[config.mk]
export PLATFORM = sky130hd
export DESIGN_NAME = auto_reclose_sequencer
export DESIGN_NICKNAME = d
export VERILOG_FILES = /design/src/common/reclose_pkg.sv /design/src/design/auto_reclose_sequencer.sv /design/src/design/interval_tick.sv /design/src/design/logic_node.sv
export SDC_FILE = /design/constraint.sdc
export NUM_CORES = 1
export LEC_CHECK = 0
export BUFFER_PORTS_ARGS = -buffer_cell sky130_fd_sc_hd__buf_2
export CAP_MARGIN = 40
export CORE_AREA = 10 10 345 347
export CTS_CLUSTER_SIZE = 24
export DETAILED_ROUTE_END_ITERATION = 16
export DIE_AREA = 0 0 355 357
export HOLD_SLACK_MARGIN = 0.08
export PLACE_DENSITY = 0.48
export SLEW_MARGIN = 5
export SYNTH_ARGS = -nofsm -noshare
export SYNTH_HDL_FRONTEND = slang
export SYNTH_SLANG_ARGS = --single-unit
[constraint.sdc]
create_clock -name clk -period 7.66 [get_ports clk]
set_clock_uncertainty 0.1 [all_clocks]
set_input_delay 0.383 -clock clk [delete_from_list [all_inputs] [get_ports clk]]
set_output_delay 0.383 -clock clk [all_outputs]
set_load 0.03 [all_outputs]
[src/common/reclose_pkg.sv]
package reclose_pkg;

   // Shot numbering and counter widths.
   localparam int NUM_SHOTS = 5;
   localparam int NUM_REQ_LINES = 4;
   localparam int NUM_CNT_LINES = 2;
   localparam int CNT_W = 16;
   localparam int TIME_W = 24;
   localparam logic [2:0] FIRST_SHOT = 3'h1;

   // Timer base: interval settings are given in ticks of 10 ms.
   localparam int CLK_HZ = 20000000;
   localparam int TICK_MS = 10;
   localparam int TICK_CYCLES = CLK_HZ / 1000 * TICK_MS;

   // Reclaim interval limits in ticks: 0.02 s to 300 s.
   localparam logic [TIME_W-1:0] RECLAIM_MIN = 24'h000002;
   localparam logic [TIME_W-1:0] RECLAIM_MAX = 24'h007530;

   // Sequencer state, reported to software.
   typedef enum logic [9:0] {
      ST_INIT = 10'h001,
      ST_RECLAIM = 10'h002,
      ST_READY = 10'h004,
      ST_WAIT_OPEN = 10'h008,
      ST_WAIT_CLOSE = 10'h010,
      ST_DISCRIM = 10'h020,
      ST_LOCKED = 10'h040,
      ST_FINAL_TRIP = 10'h080,
      ST_BRK_FAIL = 10'h100,
      ST_INHIBIT = 10'h200
   } seq_state_t;

   // Breaker object state.
   typedef enum logic [3:0] {
      BRK_UNDEF = 4'h0,
      BRK_OPEN = 4'h1,
      BRK_CLOSED = 4'h2,
      BRK_OPEN_REQ = 4'h3,
      BRK_CLOSE_REQ = 4'h4,
      BRK_READY = 4'h5,
      BRK_NOT_READY = 4'h6,
      BRK_NO_INFO = 4'h7,
      BRK_FAILED = 4'h8
   } brk_state_t;

   // Which interval timer is running.
   typedef enum logic [1:0] {
      TM_RECLAIM = 2'h0,
      TM_START = 2'h1,
      TM_DEAD = 2'h2,
      TM_DISCRIM = 2'h3
   } timer_kind_t;

   // Logic node functions; AND is the code after reset.
   typedef enum logic [2:0] {
      FN_AND = 3'h0,
      FN_OR = 3'h1,
      FN_XOR = 3'h2,
      FN_NOT = 3'h3,
      FN_COUNT = 3'h4,
      FN_RS = 3'h5,
      FN_D = 3'h6
   } node_fn_t;

endpackage

[src/design/auto_reclose_sequencer.sv]
`timescale 1ns/100ps
////////////////////////////////////////////////////////////////////////////
// Overview of operation
// - Report active shot index one to five.
// - Per-shot counters per line, total, failed counts.
// - Overcurrent starts shot one start delay.
// - Start delay expiry asserts trip output.
// - Breaker open releases trip, starts dead interval.
// - Dead interval expiry asserts close output.
// - Breaker closed releases close, starts discrimination.
// - Current persists after discrimination: trip, next shot; after the last shot, final trip and lockout.
// - Later shots use their own dead interval.
// - Current gone: time reclaim; no counter steps.
// - After reclaim return ready at shot one.
// - Logic nodes offer gates, counter, flip-flops.
// - New logic node defaults to AND.
// - Counter node uses programmable count value.
// - Separate on and off delays per node.
// - Optional output inversion per node.
// - Restart after loading; outputs routed automatically.
// - One reclaim interval, 0.02 to 300 s.
// - Per-shot enable for each request line; only shot one's enables gate a start.
// - Close withheld while block input active.
////////////////////////////////////////////////////////////////////////////
module auto_reclose_sequencer #(
   parameter int SHOTS = reclose_pkg::NUM_SHOTS,
   parameter int NODES = 4,
   parameter int NODE_IN = 4,
   parameter int TICK_CYCLES = reclose_pkg::TICK_CYCLES
) (
   input wire logic clk,
   input wire logic srst,
   input wire logic autoRecloseEnable,
   input wire logic [reclose_pkg::NUM_REQ_LINES-1:0] recloseRequestLine,
   input wire logic overCurrent,
   input wire logic breakerOpen,
   input wire logic breakerClosed,
   input wire logic closeBlockInput,
   input wire logic [SHOTS*reclose_pkg::NUM_REQ_LINES-1:0] shotLineEnable,
   input wire logic [SHOTS*reclose_pkg::TIME_W-1:0] deadInterval,
   input wire logic [SHOTS*reclose_pkg::TIME_W-1:0] startDelay,
   input wire logic [SHOTS*reclose_pkg::TIME_W-1:0] discrimInterval,
   input wire logic [reclose_pkg::TIME_W-1:0] reclaimInterval,
   input wire logic [reclose_pkg::TIME_W-1:0] breakerTimeout,
   input wire logic [NODES*NODE_IN-1:0] nodeInputs,
   input wire logic [NODES*NODE_IN-1:0] nodeInUsed,
   input wire logic [NODES*3-1:0] nodeFunction,
   input wire logic [NODES*16-1:0] nodeCount,
   input wire logic [NODES*16-1:0] nodeOnDelay,
   input wire logic [NODES*16-1:0] nodeOffDelay,
   input wire logic [NODES-1:0] nodeInvert,
   output logic breakerTripOutput,
   output logic breakerCloseOutput,
   output reclose_pkg::seq_state_t sequencerState,
   output reclose_pkg::brk_state_t breakerObjectState,
   output reclose_pkg::timer_kind_t runningTimer,
   output logic [2:0] activeShot,
   output logic [reclose_pkg::CNT_W-1:0] totalStartCount,
   output logic [reclose_pkg::CNT_W-1:0] failedShotCount,
   output logic [SHOTS*reclose_pkg::NUM_CNT_LINES*reclose_pkg::CNT_W-1:0]
      perShotStartCount,
   output logic [NODES-1:0] outputMatrix
);
   import reclose_pkg::*;

   initial begin
      if (SHOTS < 1 || SHOTS > 7 || NODES < 1 || TICK_CYCLES < 1) begin
         $error("unsupported sequencer parameters");
      end
   end

   localparam int CW = CNT_W;
   localparam int LINES = NUM_CNT_LINES;

   typedef struct packed {
      seq_state_t state;
      brk_state_t brk;
      timer_kind_t tkind;
      logic [2:0] shot;
      logic [TIME_W-1:0] timer;
      logic [1:0] line;
      logic trip;
      logic close;
      logic [CW-1:0] total;
      logic [CW-1:0] failed;
      logic [SHOTS*LINES*CW-1:0] perShot;
      logic [NODES-1:0] matrix;
   } seq_reg_t;

   seq_reg_t r;
   seq_reg_t next_r;
   logic tick;
   logic [NODES-1:0] nodeOut;
   logic [NUM_REQ_LINES-1:0] lineEn;
   logic [TIME_W-1:0] deadSel;
   logic [TIME_W-1:0] startSel;
   logic [TIME_W-1:0] discrSel;
   logic [TIME_W-1:0] reclaimSel;
   logic [2:0] shotIdx;
   logic timerDone;

   ////////////////////////////////////////////////////////////////////////
   // Timer tick and logic engine.
   interval_tick #(.CYCLES(TICK_CYCLES)) u_tick (
      .clk(clk),
      .srst(srst),
      .tick(tick)
   );

   genvar g;
   generate
      for (g = 0; g < NODES; g++) begin : g_node
         logic_node #(.NIN(NODE_IN), .DW(16)) u_node (
            .clk(clk),
            .srst(srst),
            .tick(tick),
            .nodeIn(nodeInputs[g*NODE_IN +: NODE_IN]),
            .nodeInUsed(nodeInUsed[g*NODE_IN +: NODE_IN]),
            .nodeFn(node_fn_t'(nodeFunction[g*3 +: 3])),
            .countSetting(nodeCount[g*16 +: 16]),
            .onDelay(nodeOnDelay[g*16 +: 16]),
            .offDelay(nodeOffDelay[g*16 +: 16]),
            .invertOut(nodeInvert[g]),
            .nodeOut(nodeOut[g])
         );
      end
   endgenerate

   ////////////////////////////////////////////////////////////////////////
   // Per-shot settings of the active shot.
   assign shotIdx = r.shot - FIRST_SHOT;
   assign lineEn = shotLineEnable[shotIdx*NUM_REQ_LINES +: NUM_REQ_LINES];
   assign deadSel = deadInterval[shotIdx*TIME_W +: TIME_W];
   assign startSel = startDelay[shotIdx*TIME_W +: TIME_W];
   assign discrSel = discrimInterval[shotIdx*TIME_W +: TIME_W];
   assign timerDone = (r.timer == '0);

   // Clamp the common reclaim interval into its legal range.
   always_comb begin
      if (reclaimInterval < RECLAIM_MIN) begin
         reclaimSel = RECLAIM_MIN;
      end else if (reclaimInterval > RECLAIM_MAX) begin
         reclaimSel = RECLAIM_MAX;
      end else begin
         reclaimSel = reclaimInterval;
      end
   end

   ////////////////////////////////////////////////////////////////////////
   // Sequencer next state.
   always_comb begin
      next_r = r;
      next_r.matrix = nodeOut;
      if (tick && !timerDone) begin
         next_r.timer = r.timer - 1'b1;
      end
      // Breaker object follows the status contacts and the commands.
      if (breakerOpen && breakerClosed) begin
         next_r.brk = BRK_FAILED;
      end else if (r.trip) begin
         next_r.brk = BRK_OPEN_REQ;
      end else if (r.close) begin
         next_r.brk = BRK_CLOSE_REQ;
      end else if (breakerOpen) begin
         next_r.brk = BRK_OPEN;
      end else if (breakerClosed) begin
         next_r.brk = BRK_CLOSED;
      end else begin
         next_r.brk = BRK_UNDEF;
      end
      unique case (r.state)
         ST_INIT: begin
            next_r.state = autoRecloseEnable ? ST_READY : ST_INHIBIT;
         end
         ST_INHIBIT: begin
            if (autoRecloseEnable) begin
               next_r.state = ST_READY;
            end
         end
         ST_READY: begin
            next_r.shot = FIRST_SHOT;
            if (!autoRecloseEnable) begin
               next_r.state = ST_INHIBIT;
            end else if (overCurrent && r.tkind != TM_START &&
                         |(recloseRequestLine & lineEn)) begin
               next_r.tkind = TM_START;
               next_r.timer = startSel;
               next_r.line = recloseRequestLine[0] ? 2'h0 : 2'h1;
            end else if (r.tkind == TM_START && !overCurrent) begin
               next_r.tkind = TM_RECLAIM;
            end else if (r.tkind == TM_START && timerDone) begin
               next_r.trip = 1'b1;
               next_r.total = r.total + 1'b1;
               next_r.perShot[r.line*CW +: CW] =
                  r.perShot[r.line*CW +: CW] + 1'b1;
               next_r.timer = breakerTimeout;
               next_r.state = ST_WAIT_OPEN;
            end
         end
         ST_WAIT_OPEN: begin
            if (breakerOpen) begin
               next_r.trip = 1'b0;
               next_r.tkind = TM_DEAD;
               next_r.timer = deadSel;
               next_r.state = ST_WAIT_CLOSE;
            end else if (timerDone) begin
               next_r.trip = 1'b0;
               next_r.state = ST_BRK_FAIL;
            end
         end
         ST_WAIT_CLOSE: begin
            if (!r.close && timerDone) begin
               if (!closeBlockInput) begin
                  next_r.close = 1'b1;
                  next_r.timer = breakerTimeout;
               end
            end else if (r.close && breakerClosed) begin
               next_r.close = 1'b0;
               next_r.tkind = TM_DISCRIM;
               next_r.timer = discrSel;
               next_r.state = ST_DISCRIM;
            end else if (r.close && timerDone) begin
               next_r.close = 1'b0;
               next_r.state = ST_BRK_FAIL;
            end
         end
         ST_DISCRIM: begin
            if (!overCurrent) begin
               next_r.tkind = TM_RECLAIM;
               next_r.timer = reclaimSel;
               next_r.state = ST_RECLAIM;
            end else if (timerDone) begin
               next_r.failed = r.failed + 1'b1;
               next_r.trip = 1'b1;
               next_r.timer = breakerTimeout;
               if (r.shot == 3'(SHOTS)) begin
                  next_r.state = ST_FINAL_TRIP;
               end else begin
                  next_r.shot = r.shot + 1'b1;
                  next_r.total = r.total + 1'b1;
                  next_r.perShot[(shotIdx + 3'h1)*LINES*CW + r.line*CW
                                 +: CW] =
                     r.perShot[(shotIdx + 3'h1)*LINES*CW + r.line*CW
                               +: CW] + 1'b1;
                  next_r.state = ST_WAIT_OPEN;
               end
            end
         end
         ST_RECLAIM: begin
            if (overCurrent || timerDone) begin
               next_r.shot = FIRST_SHOT;
               next_r.state = ST_READY;
               next_r.tkind = TM_RECLAIM;
            end
         end
         ST_FINAL_TRIP: begin
            if (breakerOpen) begin
               next_r.trip = 1'b0;
               next_r.state = ST_LOCKED;
            end
         end
         ST_LOCKED, ST_BRK_FAIL: begin
            // Held until cleared by disabling the function.
            if (!autoRecloseEnable) begin
               next_r.state = ST_INHIBIT;
            end
         end
      endcase
   end

   // Register the state.
   always_ff @(posedge clk) begin
      if (srst) begin
         r <= '0;
         r.state <= ST_INIT;
         r.brk <= BRK_UNDEF;
         r.shot <= FIRST_SHOT;
         r.tkind <= TM_RECLAIM;
      end else begin
         r <= next_r;
      end
   end

   ////////////////////////////////////////////////////////////////////////
   // Outputs straight from the state register.
   assign breakerTripOutput = r.trip;
   assign breakerCloseOutput = r.close;
   assign sequencerState = r.state;
   assign breakerObjectState = r.brk;
   assign runningTimer = r.tkind;
   assign activeShot = r.shot;
   assign totalStartCount = r.total;
   assign failedShotCount = r.failed;
   assign perShotStartCount = r.perShot;
   assign outputMatrix = r.matrix;
endmodule

[src/design/interval_tick.sv]
`timescale 1ns/100ps
// Free-running prescaler giving one pulse per timer tick.
module interval_tick #(
   parameter int CYCLES = reclose_pkg::TICK_CYCLES
) (
   input wire logic clk,
   input wire logic srst,
   output logic tick
);
   import reclose_pkg::*;

   initial begin
      if (CYCLES < 1) begin
         $error("tick period must be at least one cycle");
      end
   end

   typedef struct packed {
      logic [31:0] count;
      logic tick;
   } tick_reg_t;

   tick_reg_t r;
   tick_reg_t next_r;

   // Count down and pulse at the wrap.
   always_comb begin
      next_r = r;
      next_r.tick = 1'b0;
      if (r.count == 32'h0) begin
         next_r.count = 32'(CYCLES - 1);
         next_r.tick = 1'b1;
      end else begin
         next_r.count = r.count - 32'h1;
      end
   end

   // Register the state.
   always_ff @(posedge clk) begin
      if (srst) begin
         r <= '0;
      end else begin
         r <= next_r;
      end
   end

   assign tick = r.tick;
endmodule

[src/design/logic_node.sv]
`timescale 1ns/100ps
// One programmable boolean node with on and off delays and inversion.
module logic_node #(
   parameter int NIN = 4,
   parameter int DW = 16
) (
   input wire logic clk,
   input wire logic srst,
   input wire logic tick,
   input wire logic [NIN-1:0] nodeIn,
   input wire logic [NIN-1:0] nodeInUsed,
   input wire reclose_pkg::node_fn_t nodeFn,
   input wire logic [DW-1:0] countSetting,
   input wire logic [DW-1:0] onDelay,
   input wire logic [DW-1:0] offDelay,
   input wire logic invertOut,
   output logic nodeOut
);
   import reclose_pkg::*;

   initial begin
      if (NIN < 2 || DW < 1) begin
         $error("logic node needs two inputs and a delay width");
      end
   end

   typedef struct packed {
      logic [DW-1:0] count;
      logic [DW-1:0] delay;
      logic [1:0] prevIn;
      logic mem;
      logic out;
   } node_reg_t;

   node_reg_t r;
   node_reg_t next_r;
   logic [NIN-1:0] andIn;
   logic raw;

   // Unused inputs are neutral: high for AND, low for OR and XOR.
   assign andIn = nodeIn | ~nodeInUsed;

   // Evaluate the function, then delay each output edge separately.
   always_comb begin
      next_r = r;
      next_r.prevIn = nodeIn[1:0];
      unique case (nodeFn)
         FN_OR: raw = |(nodeIn & nodeInUsed);
         FN_XOR: raw = ^(nodeIn & nodeInUsed);
         FN_NOT: raw = ~nodeIn[0];
         FN_COUNT: begin
            // Input 0 counts rising edges, input 1 clears.
            if (nodeIn[1]) begin
               next_r.count = '0;
            end else if (nodeIn[0] && !r.prevIn[0] && r.count != countSetting) begin
               next_r.count = r.count + 1'b1;
            end
            raw = (r.count == countSetting);
         end
         FN_RS: begin
            // Input 0 sets, input 1 resets, reset dominant.
            if (nodeIn[1]) begin
               next_r.mem = 1'b0;
            end else if (nodeIn[0]) begin
               next_r.mem = 1'b1;
            end
            raw = r.mem;
         end
         FN_D: begin
            // Input 1 rising edge captures input 0.
            if (nodeIn[1] && !r.prevIn[1]) begin
               next_r.mem = nodeIn[0];
            end
            raw = r.mem;
         end
         default: raw = &andIn;
      endcase
      if (invertOut) begin
         raw = ~raw;
      end
      if (raw == r.out) begin
         next_r.delay = '0;
      end else if ((raw ? onDelay : offDelay) <= r.delay) begin
         next_r.out = raw;
         next_r.delay = '0;
      end else if (tick) begin
         next_r.delay = r.delay + 1'b1;
      end
   end

   // Register the state.
   always_ff @(posedge clk) begin
      if (srst) begin
         r <= '0;
      end else begin
         r <= next_r;
      end
   end

   assign nodeOut = r.out;
endmodule

==> results by group, run 1 <==
Run status
  • Run status: finished, final reports clean

Placement
  • Routability cong.: 0.9334
  • Placed Area: 0.03420 mm²
  • Buffers added on ports: 895
  • Dpl hpwl: 123600 µm

Final layout
  • Area Overhead vs Synth: 23.62%
  • Proportion of layout cells with a drive suffix above 1: 28.14%
  • Nets: 5158
  • Fin area: 0.03664 mm²
  • Post-Route Utilization: 32.70%

Setup path
  • Dominant delay contributor by cell family on the critical path: simple AND/OR/NAND/NOR gates
  • FF-to-FF Start: activeShot[1]
  • Setup CP Type: flop to flop
  • Critical path origin: activeShot[1]
  • Required @ worst endpoint: 8080 ps
  • Crit path DAT: 5810 ps
  • Cells traversed along the worst timing path: inv_1, ha_4, or2_2, nor2_1, inv_1, o21ai_0, nor2_1, nand4_1, nor2_1, and2_0, xor2_1, o21ai_0
  • Biggest cell delay along the critical path: 800 ps
  • Worst path bufs/invs: 2
  • Worst setup SP type: flop
  • Setup crit end kind: flop
  • Most frequent CP cell: nor2_1
  • CP Max Fanout: 42
  • Max stage delay cell, worst path: ha_4

Synthesis
  • Syn avg cell area: 7.935 µm²
  • Total nets after synthesis: 4510
  • Syn. warnings: 0
  • Synth cell types: 87
  • Sequential fraction of the synthesis area: 28.30%
  • Number of synthesized flops with an enable pin: 0
  • Area of the mapped netlist: 0.02964 mm²
  • Async SR Flop Fraction: 0%
  • Post-synthesis register bit count: 419
  • Top FF cell, synth: dfxtp_1
  • Post-Synthesis Cells: 3735

Timing
  • Setup-failing EPs final: 0
  • Slew @ Worst Pin: 983.2 ps
  • Fin Hold WS: 135.0 ps
  • Final Hold Viols: 0
  • RSZ-0062 raised after global routing: no
  • Period Utilization, post-route: 70.33%
  • Setup TNS: 0 ps
  • Fmax: 0.1856 GHz
  • Final period demand of the worst path: 5387 ps
  • Final slew viol count: 0
  • Relative slew slack: 34.32%

Power and ir drop
  • Pint: 4.674 mW
  • PwrDens: 191.4 mW/mm²
  • Maximum VDD drop: 129.8 µV
  • Sw Share: 33.35%
  • Comb power frac: 25.7%
  • Clk pwr share: 40.3%
  • Flop pwr share: 34.0%
  • Total net switching power: 2.339 mW
  • Leakage: 14.77 nW

Route
  • DRC viols: 0
  • Detail Route Antenna Nets: 0
  • Average routed wire per standard cell: 25.52 µm
  • Pre-antenna DRT Iters: 5
  • Initial DRC Count: 2440
  • DRT Wirelength: 152000 µm
  • Routed via count: 30728
  • Drt via density: 5.160

Clocking
  • Worst-Skew Late Latency: 670 ps
  • Num Clock Sinks: 419
  • CTS Buf Count: 54
  • CTS tree: done
  • Root Buffer: clkbuf_16
  • CTS max path bufs: 3
  • # H-tree levels: 2
  • CTS clk-pin slew, worst paths: 60 ps

Die
  • # rows: 123
  • Die area: 0.1267 mm²
  • Chip height: 357 µm
  • Core area: 0.1120 mm²
  • Top Ports: 896
  • DIE WIDTH: 355 µm
  • Initial core utilization: 26.45%

Global routing
  • First-pass GRT wire length: 213600 µm
  • Total Routing Usage GR: 22.53%
  • Vias in the first global route: 29935
  • Largest net degree at the start of global routing: 101
  • Number of antenna violations at the first check in global routing: 45
  • Global route overflow: 0

Min path
  • Hold Path Class: input pin to flop
  • Worst hold start: discrimInterval[108]

Run
  • Max Cap Violations: 0
[layout make-up]
type,instances,area [µm²]
Multi-Input combinational cell,2804,18530
Antenna cell,27,67.56
Timing Repair Buffer,1006,5445
Clock buffer,75,1582
Inverter,98,367.9
Clock inverter,26,379.1
Tap cell,1500,1877
Fill cell,12195,75400
Sequential cell,419,8396
[cells in the final DEF (no fill, tap or decap), types with 13 or more instances in the layout]
master | Yosys | layout
buf_2 | 35 | 900
dfxtp_1 | 419 | 417
nand2_1 | 394 | 394
nor2_1 | 377 | 376
a21oi_1 | 258 | 258
o21ai_0 | 220 | 220
xnor2_1 | 185 | 181
nand3_1 | 153 | 153
inv_1 | 95 | 95
ha_1 | 96 | 95
nor3_1 | 94 | 94
xor2_1 | 93 | 92
mux2_2 | 74 | 74
nand4_1 | 68 | 68
mux4_2 | 68 | 68
mux2i_1 | 67 | 67
or3_1 | 64 | 64
buf_4 | 220 | 59
clkbuf_16 | 0 | 55
nor2b_1 | 52 | 52
a31oi_1 | 46 | 46
and3_1 | 44 | 44
a22oi_1 | 42 | 42
dlygate4sd3_1 | 0 | 41
nor4_1 | 37 | 36
o22ai_1 | 34 | 34
a21o_1 | 28 | 28
diode_2 | 0 | 27
nand2b_1 | 26 | 26
a221oi_1 | 25 | 24
nand3b_1 | 20 | 20
a211oi_1 | 19 | 19
and2_1 | 15 | 14
o221ai_1 | 14 | 14
clkbuf_8 | 0 | 14
o21a_1 | 13 | 13
or4_1 | 13 | 13
o21bai_1 | 13 | 13
[metrics by stage]
step / instances / total power [mW] / worst slack (ps)
detailed placement: 5786 / 4.203 / 2335
CTS: 5928 / 7.084 / 2361
global placement: 5760 / 4.182 / 2120
global route: 5952 / 7.352 / 1992
floorplan: 3735 / 3.540 / 2742
finish: 5955 / 7.013 / 2273
[power by group through the flow]
| stage | sequential (mW) | clock, mW | combinational (mW) |
|---|---|---|---|
| 2_1_floorplan | 2.41 | 0 | 1.13 |
| 3_3_place_gp | 2.43 | 0 | 1.75 |
| 3_5_place_dp | 2.43 | 0 | 1.77 |
| 4_1_cts | 2.38 | 2.90 | 1.80 |
| 5_1_grt | 2.40 | 2.98 | 1.97 |
| 6_report | 2.39 | 2.82 | 1.80 |
[routing by layer]
layer  vias up  track usage [%]  wire [µm]
li1      14460                -          -
met1     14912            26.72      60810
met2      1117            39.98      76440
met3       225            4.411       9259
met4        14            8.179       5373
met5         -                0        104
[registers in the layout (all words and copies together) (netlist names), 10 cells and up]
register           flops
r                     25
g_node.u_node.r      140
sequencerState        10
totalStartCount       16
failedShotCount       16
u_tick.r              32
perShotStartCount    160
[path summary, 6_finish.rpt]
check / slack, ps / depth (start not counted) / to
setup / recovery: 2270 / 12 / perShotStartCount[55]
hold / removal: 130 / 5 / r[212]
setup reg to reg: 2270 / 12 / perShotStartCount[55]
hold reg to reg: 370 / 2 / perShotStartCount[38]
[worst reg2reg max path, cell delays in order, from the launching register on]
cell	delay [ps]
dfxtp_1	370
inv_1	110
ha_4	800
or2_2	590
nor2_1	300
inv_1	490
o21ai_0	220
nor2_1	250
nand4_1	430
nor2_1	450
and2_0	300
xor2_1	650
o21ai_0	200
[Yosys cell counts (10+ instances only)]
master	n	area (µm²)
a211oi_1	19	142.6
a21boi_0	10	75.07
a21o_1	28	210.2
a21oi_1	258	1291
a221oi_1	25	219.0
a22oi_1	42	315.3
a31oi_1	46	287.8
and2_1	15	93.84
and3_1	44	275.3
and4_1	11	96.34
buf_1	12	45.04
buf_2	35	175.2
buf_4	220	1652
clkbuf_1	145	544.3
dfxtp_1	419	8388
ha_1	96	1201
inv_1	95	356.6
mux2_2	74	833.3
mux2i_1	67	670.6
mux4_2	68	1531
nand2_1	394	1479
nand2b_1	26	162.7
nand3_1	153	765.7
nand3b_1	20	150.1
nand4_1	68	425.4
nor2_1	377	1415
nor2b_1	52	325.3
nor3_1	94	470.5
nor4_1	37	231.5
o21a_1	13	97.59
o21ai_0	220	1101
o21bai_1	13	97.59
o221ai_1	14	122.6
o22ai_1	34	212.7
o31ai_1	11	82.58
or3_1	64	400.4
or4_1	13	97.59
xnor2_1	185	1620
xor2_1	93	814.5
[what timing repair did]
action,CTS,global route
endpoints found under the hold margin,41,0
setup buffers,0,0
gates resized for setup,0,0
hold buffers,41,0
[logic make-up (layout without fill, tap and decap cells)]
logic type,Yosys count,count (layout),share of synthesized area (%)
AND/OR/NAND/NOR,1411,1411,22.88
AO/OA/AOI/OAI,807,807,16.62
buffers and inverters,512,1205,9.469
flip-flops,419,419,28.30
XOR/XNOR,281,281,8.439
multiplexers,209,209,10.24
adder cells (fa/ha/maj),96,96,4.053
other,0,27,0
No activity file was read; power rests on OpenSTA's default activity.
==> run 2: changes to the inputs <==
ABC_AREA = 1   (was default)
CORE_AREA = default   (was 10 10 345 347)
CORE_MARGIN = 10   (was default)
CORE_UTILIZATION = 30   (was default)
DIE_AREA = default   (was 0 0 355 357)
PLACE_DENSITY = 0.54   (was 0.48)
clock period = 4.6 ns   (was 7.66 ns; I/O delays follow)
==> run 2 against run 1 <==
  * Count of clock-buffer cells in the layout down 1
  * Fmax grew 24%
  * Hold slack lost 9.3 ps
  * Sequential cell count did not move
  * Via count rose by 24%
  * Power rose to 3.0 times the previous value
  * Sequential power rose by 85%
  * Critical path depth is 2 higher
  * First-iteration DRC count increased by 60%
  * Cell count grew 22%
  * Register-to-register slack worse by 2000 ps
  * Core utilization increased by 3.9 points
==> results by group, run 2 <==
Clocking
  • CTS max path bufs: 3 (unchanged)
  • CTS Buf Count: 52 (was 54)
  • # H-tree levels: 2 (unchanged)
  • Worst-Skew Late Latency: 650 ps (was 670 ps)
  • Root Buffer: clkbuf_16 (unchanged)
  • CTS clk-pin slew, worst paths: 60 ps (about the same)
  • Num Clock Sinks: 419 (unchanged)
  • CTS tree: done (unchanged)

Power and ir drop
  • Leakage: 17.59 nW (was 14.77 nW)
  • Tot Pwr: 21.10 mW (was 7.013 mW)
  • PwrDens: 540.1 mW/mm² (was 191.4 mW/mm²)
  • Maximum VDD drop: 403.7 µV (was 129.8 µV)

Timing
  • Fmax: 0.2302 GHz (was 0.1856 GHz)
  • Final period demand of the worst path: 4343 ps (was 5387 ps)
  • Setup-failing EPs final: 0 (unchanged)
  • Relative slew slack: 39.81% (was 34.32%)
  • RSZ-0062 raised after global routing: no (unchanged)
  • Final slew viol count: 0 (unchanged)
  • Period Utilization, post-route: 94.42% (was 70.33%)
  • Slew @ Worst Pin: 896.8 ps (was 983.2 ps)
  • Final Hold Viols: 0 (unchanged)
  • Setup TNS: 0 ps (unchanged)

Synthesis
  • Total nets after synthesis: 5933 (was 4510)
  • Sequential fraction of the synthesis area: 25.99% (was 28.30%)
  • Synth cell count leaders: nand2_1, nor2_1, inv_1 (was dfxtp_1, nand2_1, nor2_1)
  • Top cells by area, synth: dfxtp_1, nand2_1, nor2_1 (was dfxtp_1, buf_4, xnor2_1)
  • Post-synthesis register bit count: 419 (unchanged)
  • Syn. warnings: 0 (unchanged)
  • Post-synth top area cell: dfxtp_1 (unchanged)
  • Main combinational cell family by area after synthesis: simple AND/OR/NAND/NOR gates (unchanged)
  • Mux share of post-synthesis cell area: 0.6474% (was 10.24%)
  • Top FF cell, synth: dfxtp_1 (unchanged)
  • Area of the mapped netlist: 0.03227 mm² (was 0.02964 mm²)
  • Number of synthesized flops with an enable pin: 0 (unchanged)
  • Synth cell types: 63 (was 87)
  • Simple-gate share of the synthesized area: 33.55% (was 22.88%)
  • Top-count cell post-synth: nand2_1 (was dfxtp_1)
  • Post-Synthesis Cells: 5158 (was 3735)
  • XOR/XNOR share of the synthesized area: 4.695% (was 8.439%)
  • Async SR Flop Fraction: 0% (unchanged)
  • Synth Area in Compound Gates: 17.23% (was 16.62%)
  • Syn avg cell area: 6.257 µm² (was 7.935 µm²)
  • Synth top area share: 25.99% (was 28.30%)
  • Synth Area in Adders: 3.722% (was 4.053%)

Final layout
  • Most frequent cells in the layout: nand2_1, buf_2, nor2_1 (was buf_2, dfxtp_1, nand2_1)
  • Commonest non-fill, non-tap cell in the layout: nand2_1 (was buf_2)
  • Final Non-Filler Cells: 7270 (was 5955)
  • Nets: 6594 (was 5158)
  • Proportion of layout cells with a drive suffix above 1: 20.67% (was 28.14%)
  • Max reg flops: 160 (unchanged)
  • Area Overhead vs Synth: 21.09% (was 23.62%)
  • FILL cells: 11907 (was 12195)

Global routing
  • Largest net degree at the start of global routing: 120 (was 101)
  • Vias in the first global route: 35802 (was 29935)
  • First-pass GRT wire length: 240200 µm (was 213600 µm)
  • Global route overflow: 0 (unchanged)
  • Total Routing Usage GR: 26.02% (was 22.53%)
  • Number of antenna violations at the first check in global routing: 33 (was 45)

Placement
  • Buffers added on ports: 895 (unchanged)
  • Dpl hpwl: 136000 µm (was 123600 µm)
  • Inst Count DP: 7098 (was 5786)
  • Routability cong.: 1.007 (was 0.9334)

Setup path
  • Crit path DAT: 4810 ps (was 5810 ps)
  • Worst path bufs/invs: 6 (was 2)
  • Required @ worst endpoint: 5070 ps (was 8080 ps)
  • Setup crit end kind: flop (unchanged)
  • Most frequent CP cell: buf_4 (was nor2_1)
  • Cells traversed along the worst timing path: inv_1, ha_1, buf_4, nand2_2, buf_4, buf_4, nor2_1, nor3_1, a21oi_1, o21ai_0, nor2_1, dlygate4sd3_1, a21oi_1, dlygate4sd3_1 (was inv_1, ha_4, or2_2, nor2_1, inv_1, o21ai_0, nor2_1, nand4_1, nor2_1, and2_0, xor2_1, o21ai_0)
  • Setup CP Type: flop to flop (unchanged)
  • Max stage delay cell, worst path: buf_4 (was ha_4)
  • Worst setup SP type: flop (unchanged)
  • Dominant delay contributor by cell family on the critical path: buffers and inverters (was simple AND/OR/NAND/NOR gates)
  • Biggest cell delay along the critical path: 610 ps (was 800 ps)
  • CP Max Fanout: 58 (was 42)

Die
  • Chip height: 348.0 µm (was 357 µm)
  • DIE WIDTH: 348.0 µm (was 355 µm)
  • Initial core utilization: 30.19% (was 26.45%)
  • Top Ports: 896 (unchanged)
  • Die area: 0.1211 mm² (was 0.1267 mm²)
  • # rows: 120 (was 123)
  • Core area: 0.1069 mm² (was 0.1120 mm²)

Route
  • DRT Wirelength: 167800 µm (was 152000 µm)
  • Drt via density: 5.228 (was 5.160)
  • Average routed wire per standard cell: 23.09 µm (was 25.52 µm)
  • Pre-antenna DRT Iters: 6 (was 5)
  • Initial DRC Count: 3899 (was 2440)
  • Routed via count: 38011 (was 30728)
  • DRC viols: 0 (unchanged)
  • Detail Route Antenna Nets: 0 (unchanged)

Run
  • Max Cap Violations: 0 (unchanged)

Run status
  • Run status: finished, final reports clean (unchanged)

Min path
  • Hold Path Class: input pin to flop (unchanged)
-- run 2: changes by cell type in the layout (fill, tap and decap cells not counted), moves of 59 or more --
| cell | previous run | this run |
|---|---|---|
| mux4_2 | 68 | 0 |
| mux2_2 | 74 | 15 |
| xnor2_1 | 181 | 64 |
| nor3_1 | 94 | 154 |
| mux2i_1 | 67 | 4 |
| nand2_1 | 394 | 1237 |
| nand3_1 | 153 | 282 |
| inv_1 | 95 | 471 |
| nor2_1 | 376 | 581 |
| or3_1 | 64 | 1 |
| o22ai_1 | 34 | 133 |
| a21oi_1 | 258 | 418 |
-- run 2: power breakdown --
part / leakage [nW] / total (mW) / switching, mW / internal (mW)
logic: 13.3 / 12.3 / 8.81 / 3.54
registers: 3.39 / 4.43 / 0.426 / 4.01
clock network: 0.866 / 4.33 / 1.79 / 2.55
total: 17.6 / 21.1 / 11.0 / 10.1
-- run 2: final timing paths --
check	cells past startpoint	slack, ps	end	from
worst max-delay path	14	260	r[221]	activeShot[1]
worst min-delay path	5	130	r[219]	deadInterval[115]
worst max register to register	14	260	r[221]	activeShot[1]
worst min register to register	1	340	u_tick.r[1]	u_tick.r[1]
-- run 2: stage by stage --
step	instance area [µm²]	util [%]	hold WS (ps)	worst slack [ps]
2_1_floorplan	32270	-	220.0	804.4
3_3_place_gp	36550	34.19	323.2	115.2
3_5_place_dp	36590	34.23	331.2	15.94
4_1_cts	38980	36.47	80.40	28.65
5_1_grt	39050	36.53	135.2	3.940
6_report	39080	36.56	125.7	256.5
-- run 2: cell families (layout without fill, tap and decap cells) --
family          after synthesis  in the layout
compound gates              977            977
fa+ha+maj                    96             96
other cells                   0             13
simple gates               2519           2519
mux                          19             19
flops                       419            419
buf+inv                     955           1651
xor+xnor                    173            173
-- run 2: layer usage --
metal | vias to the layer above | wire, µm | track usage [%]
met3 | 248 | 18090 | 6.953
li1 | 18228 | - | -
met5 | - | 143 | 0
met2 | 1749 | 72670 | 40.28
met4 | 24 | 4993 | 7.312
met1 | 17762 | 71930 | 35.15
-- run 2: worst reg2reg max path, delay by kind of cell, from the launching register on --
family / cells / cell delay, ps
fa+ha+maj: 1 / 310
simple gates: 4 / 850
flops: 1 / 350
buf+inv: 6 / 2340
compound gates: 3 / 370
-- run 2: area by class of cell --
class | instances | area (µm²) | area share (%)
Timing Repair Buffer | 1046 | 5859 | 14.99
Clock inverter | 15 | 210.2 | 0.5379
Multi-Input combinational cell | 3784 | 19340 | 49.49
Clock buffer | 74 | 1545 | 3.954
Tap cell | 1403 | 1755 | 4.492
Sequential cell | 419 | 8392 | 21.47
Inverter | 516 | 1946 | 4.979
Antenna cell | 13 | 32.53 | 0.08325
-- run 2: timing repair --
action                                 4_1_cts  5_1_grt
resized for setup                            0        5
setup endpoints to repair                    0       44
hold buffers                                64        0
buffers inserted                             0        6
endpoints found under the hold margin       94        0
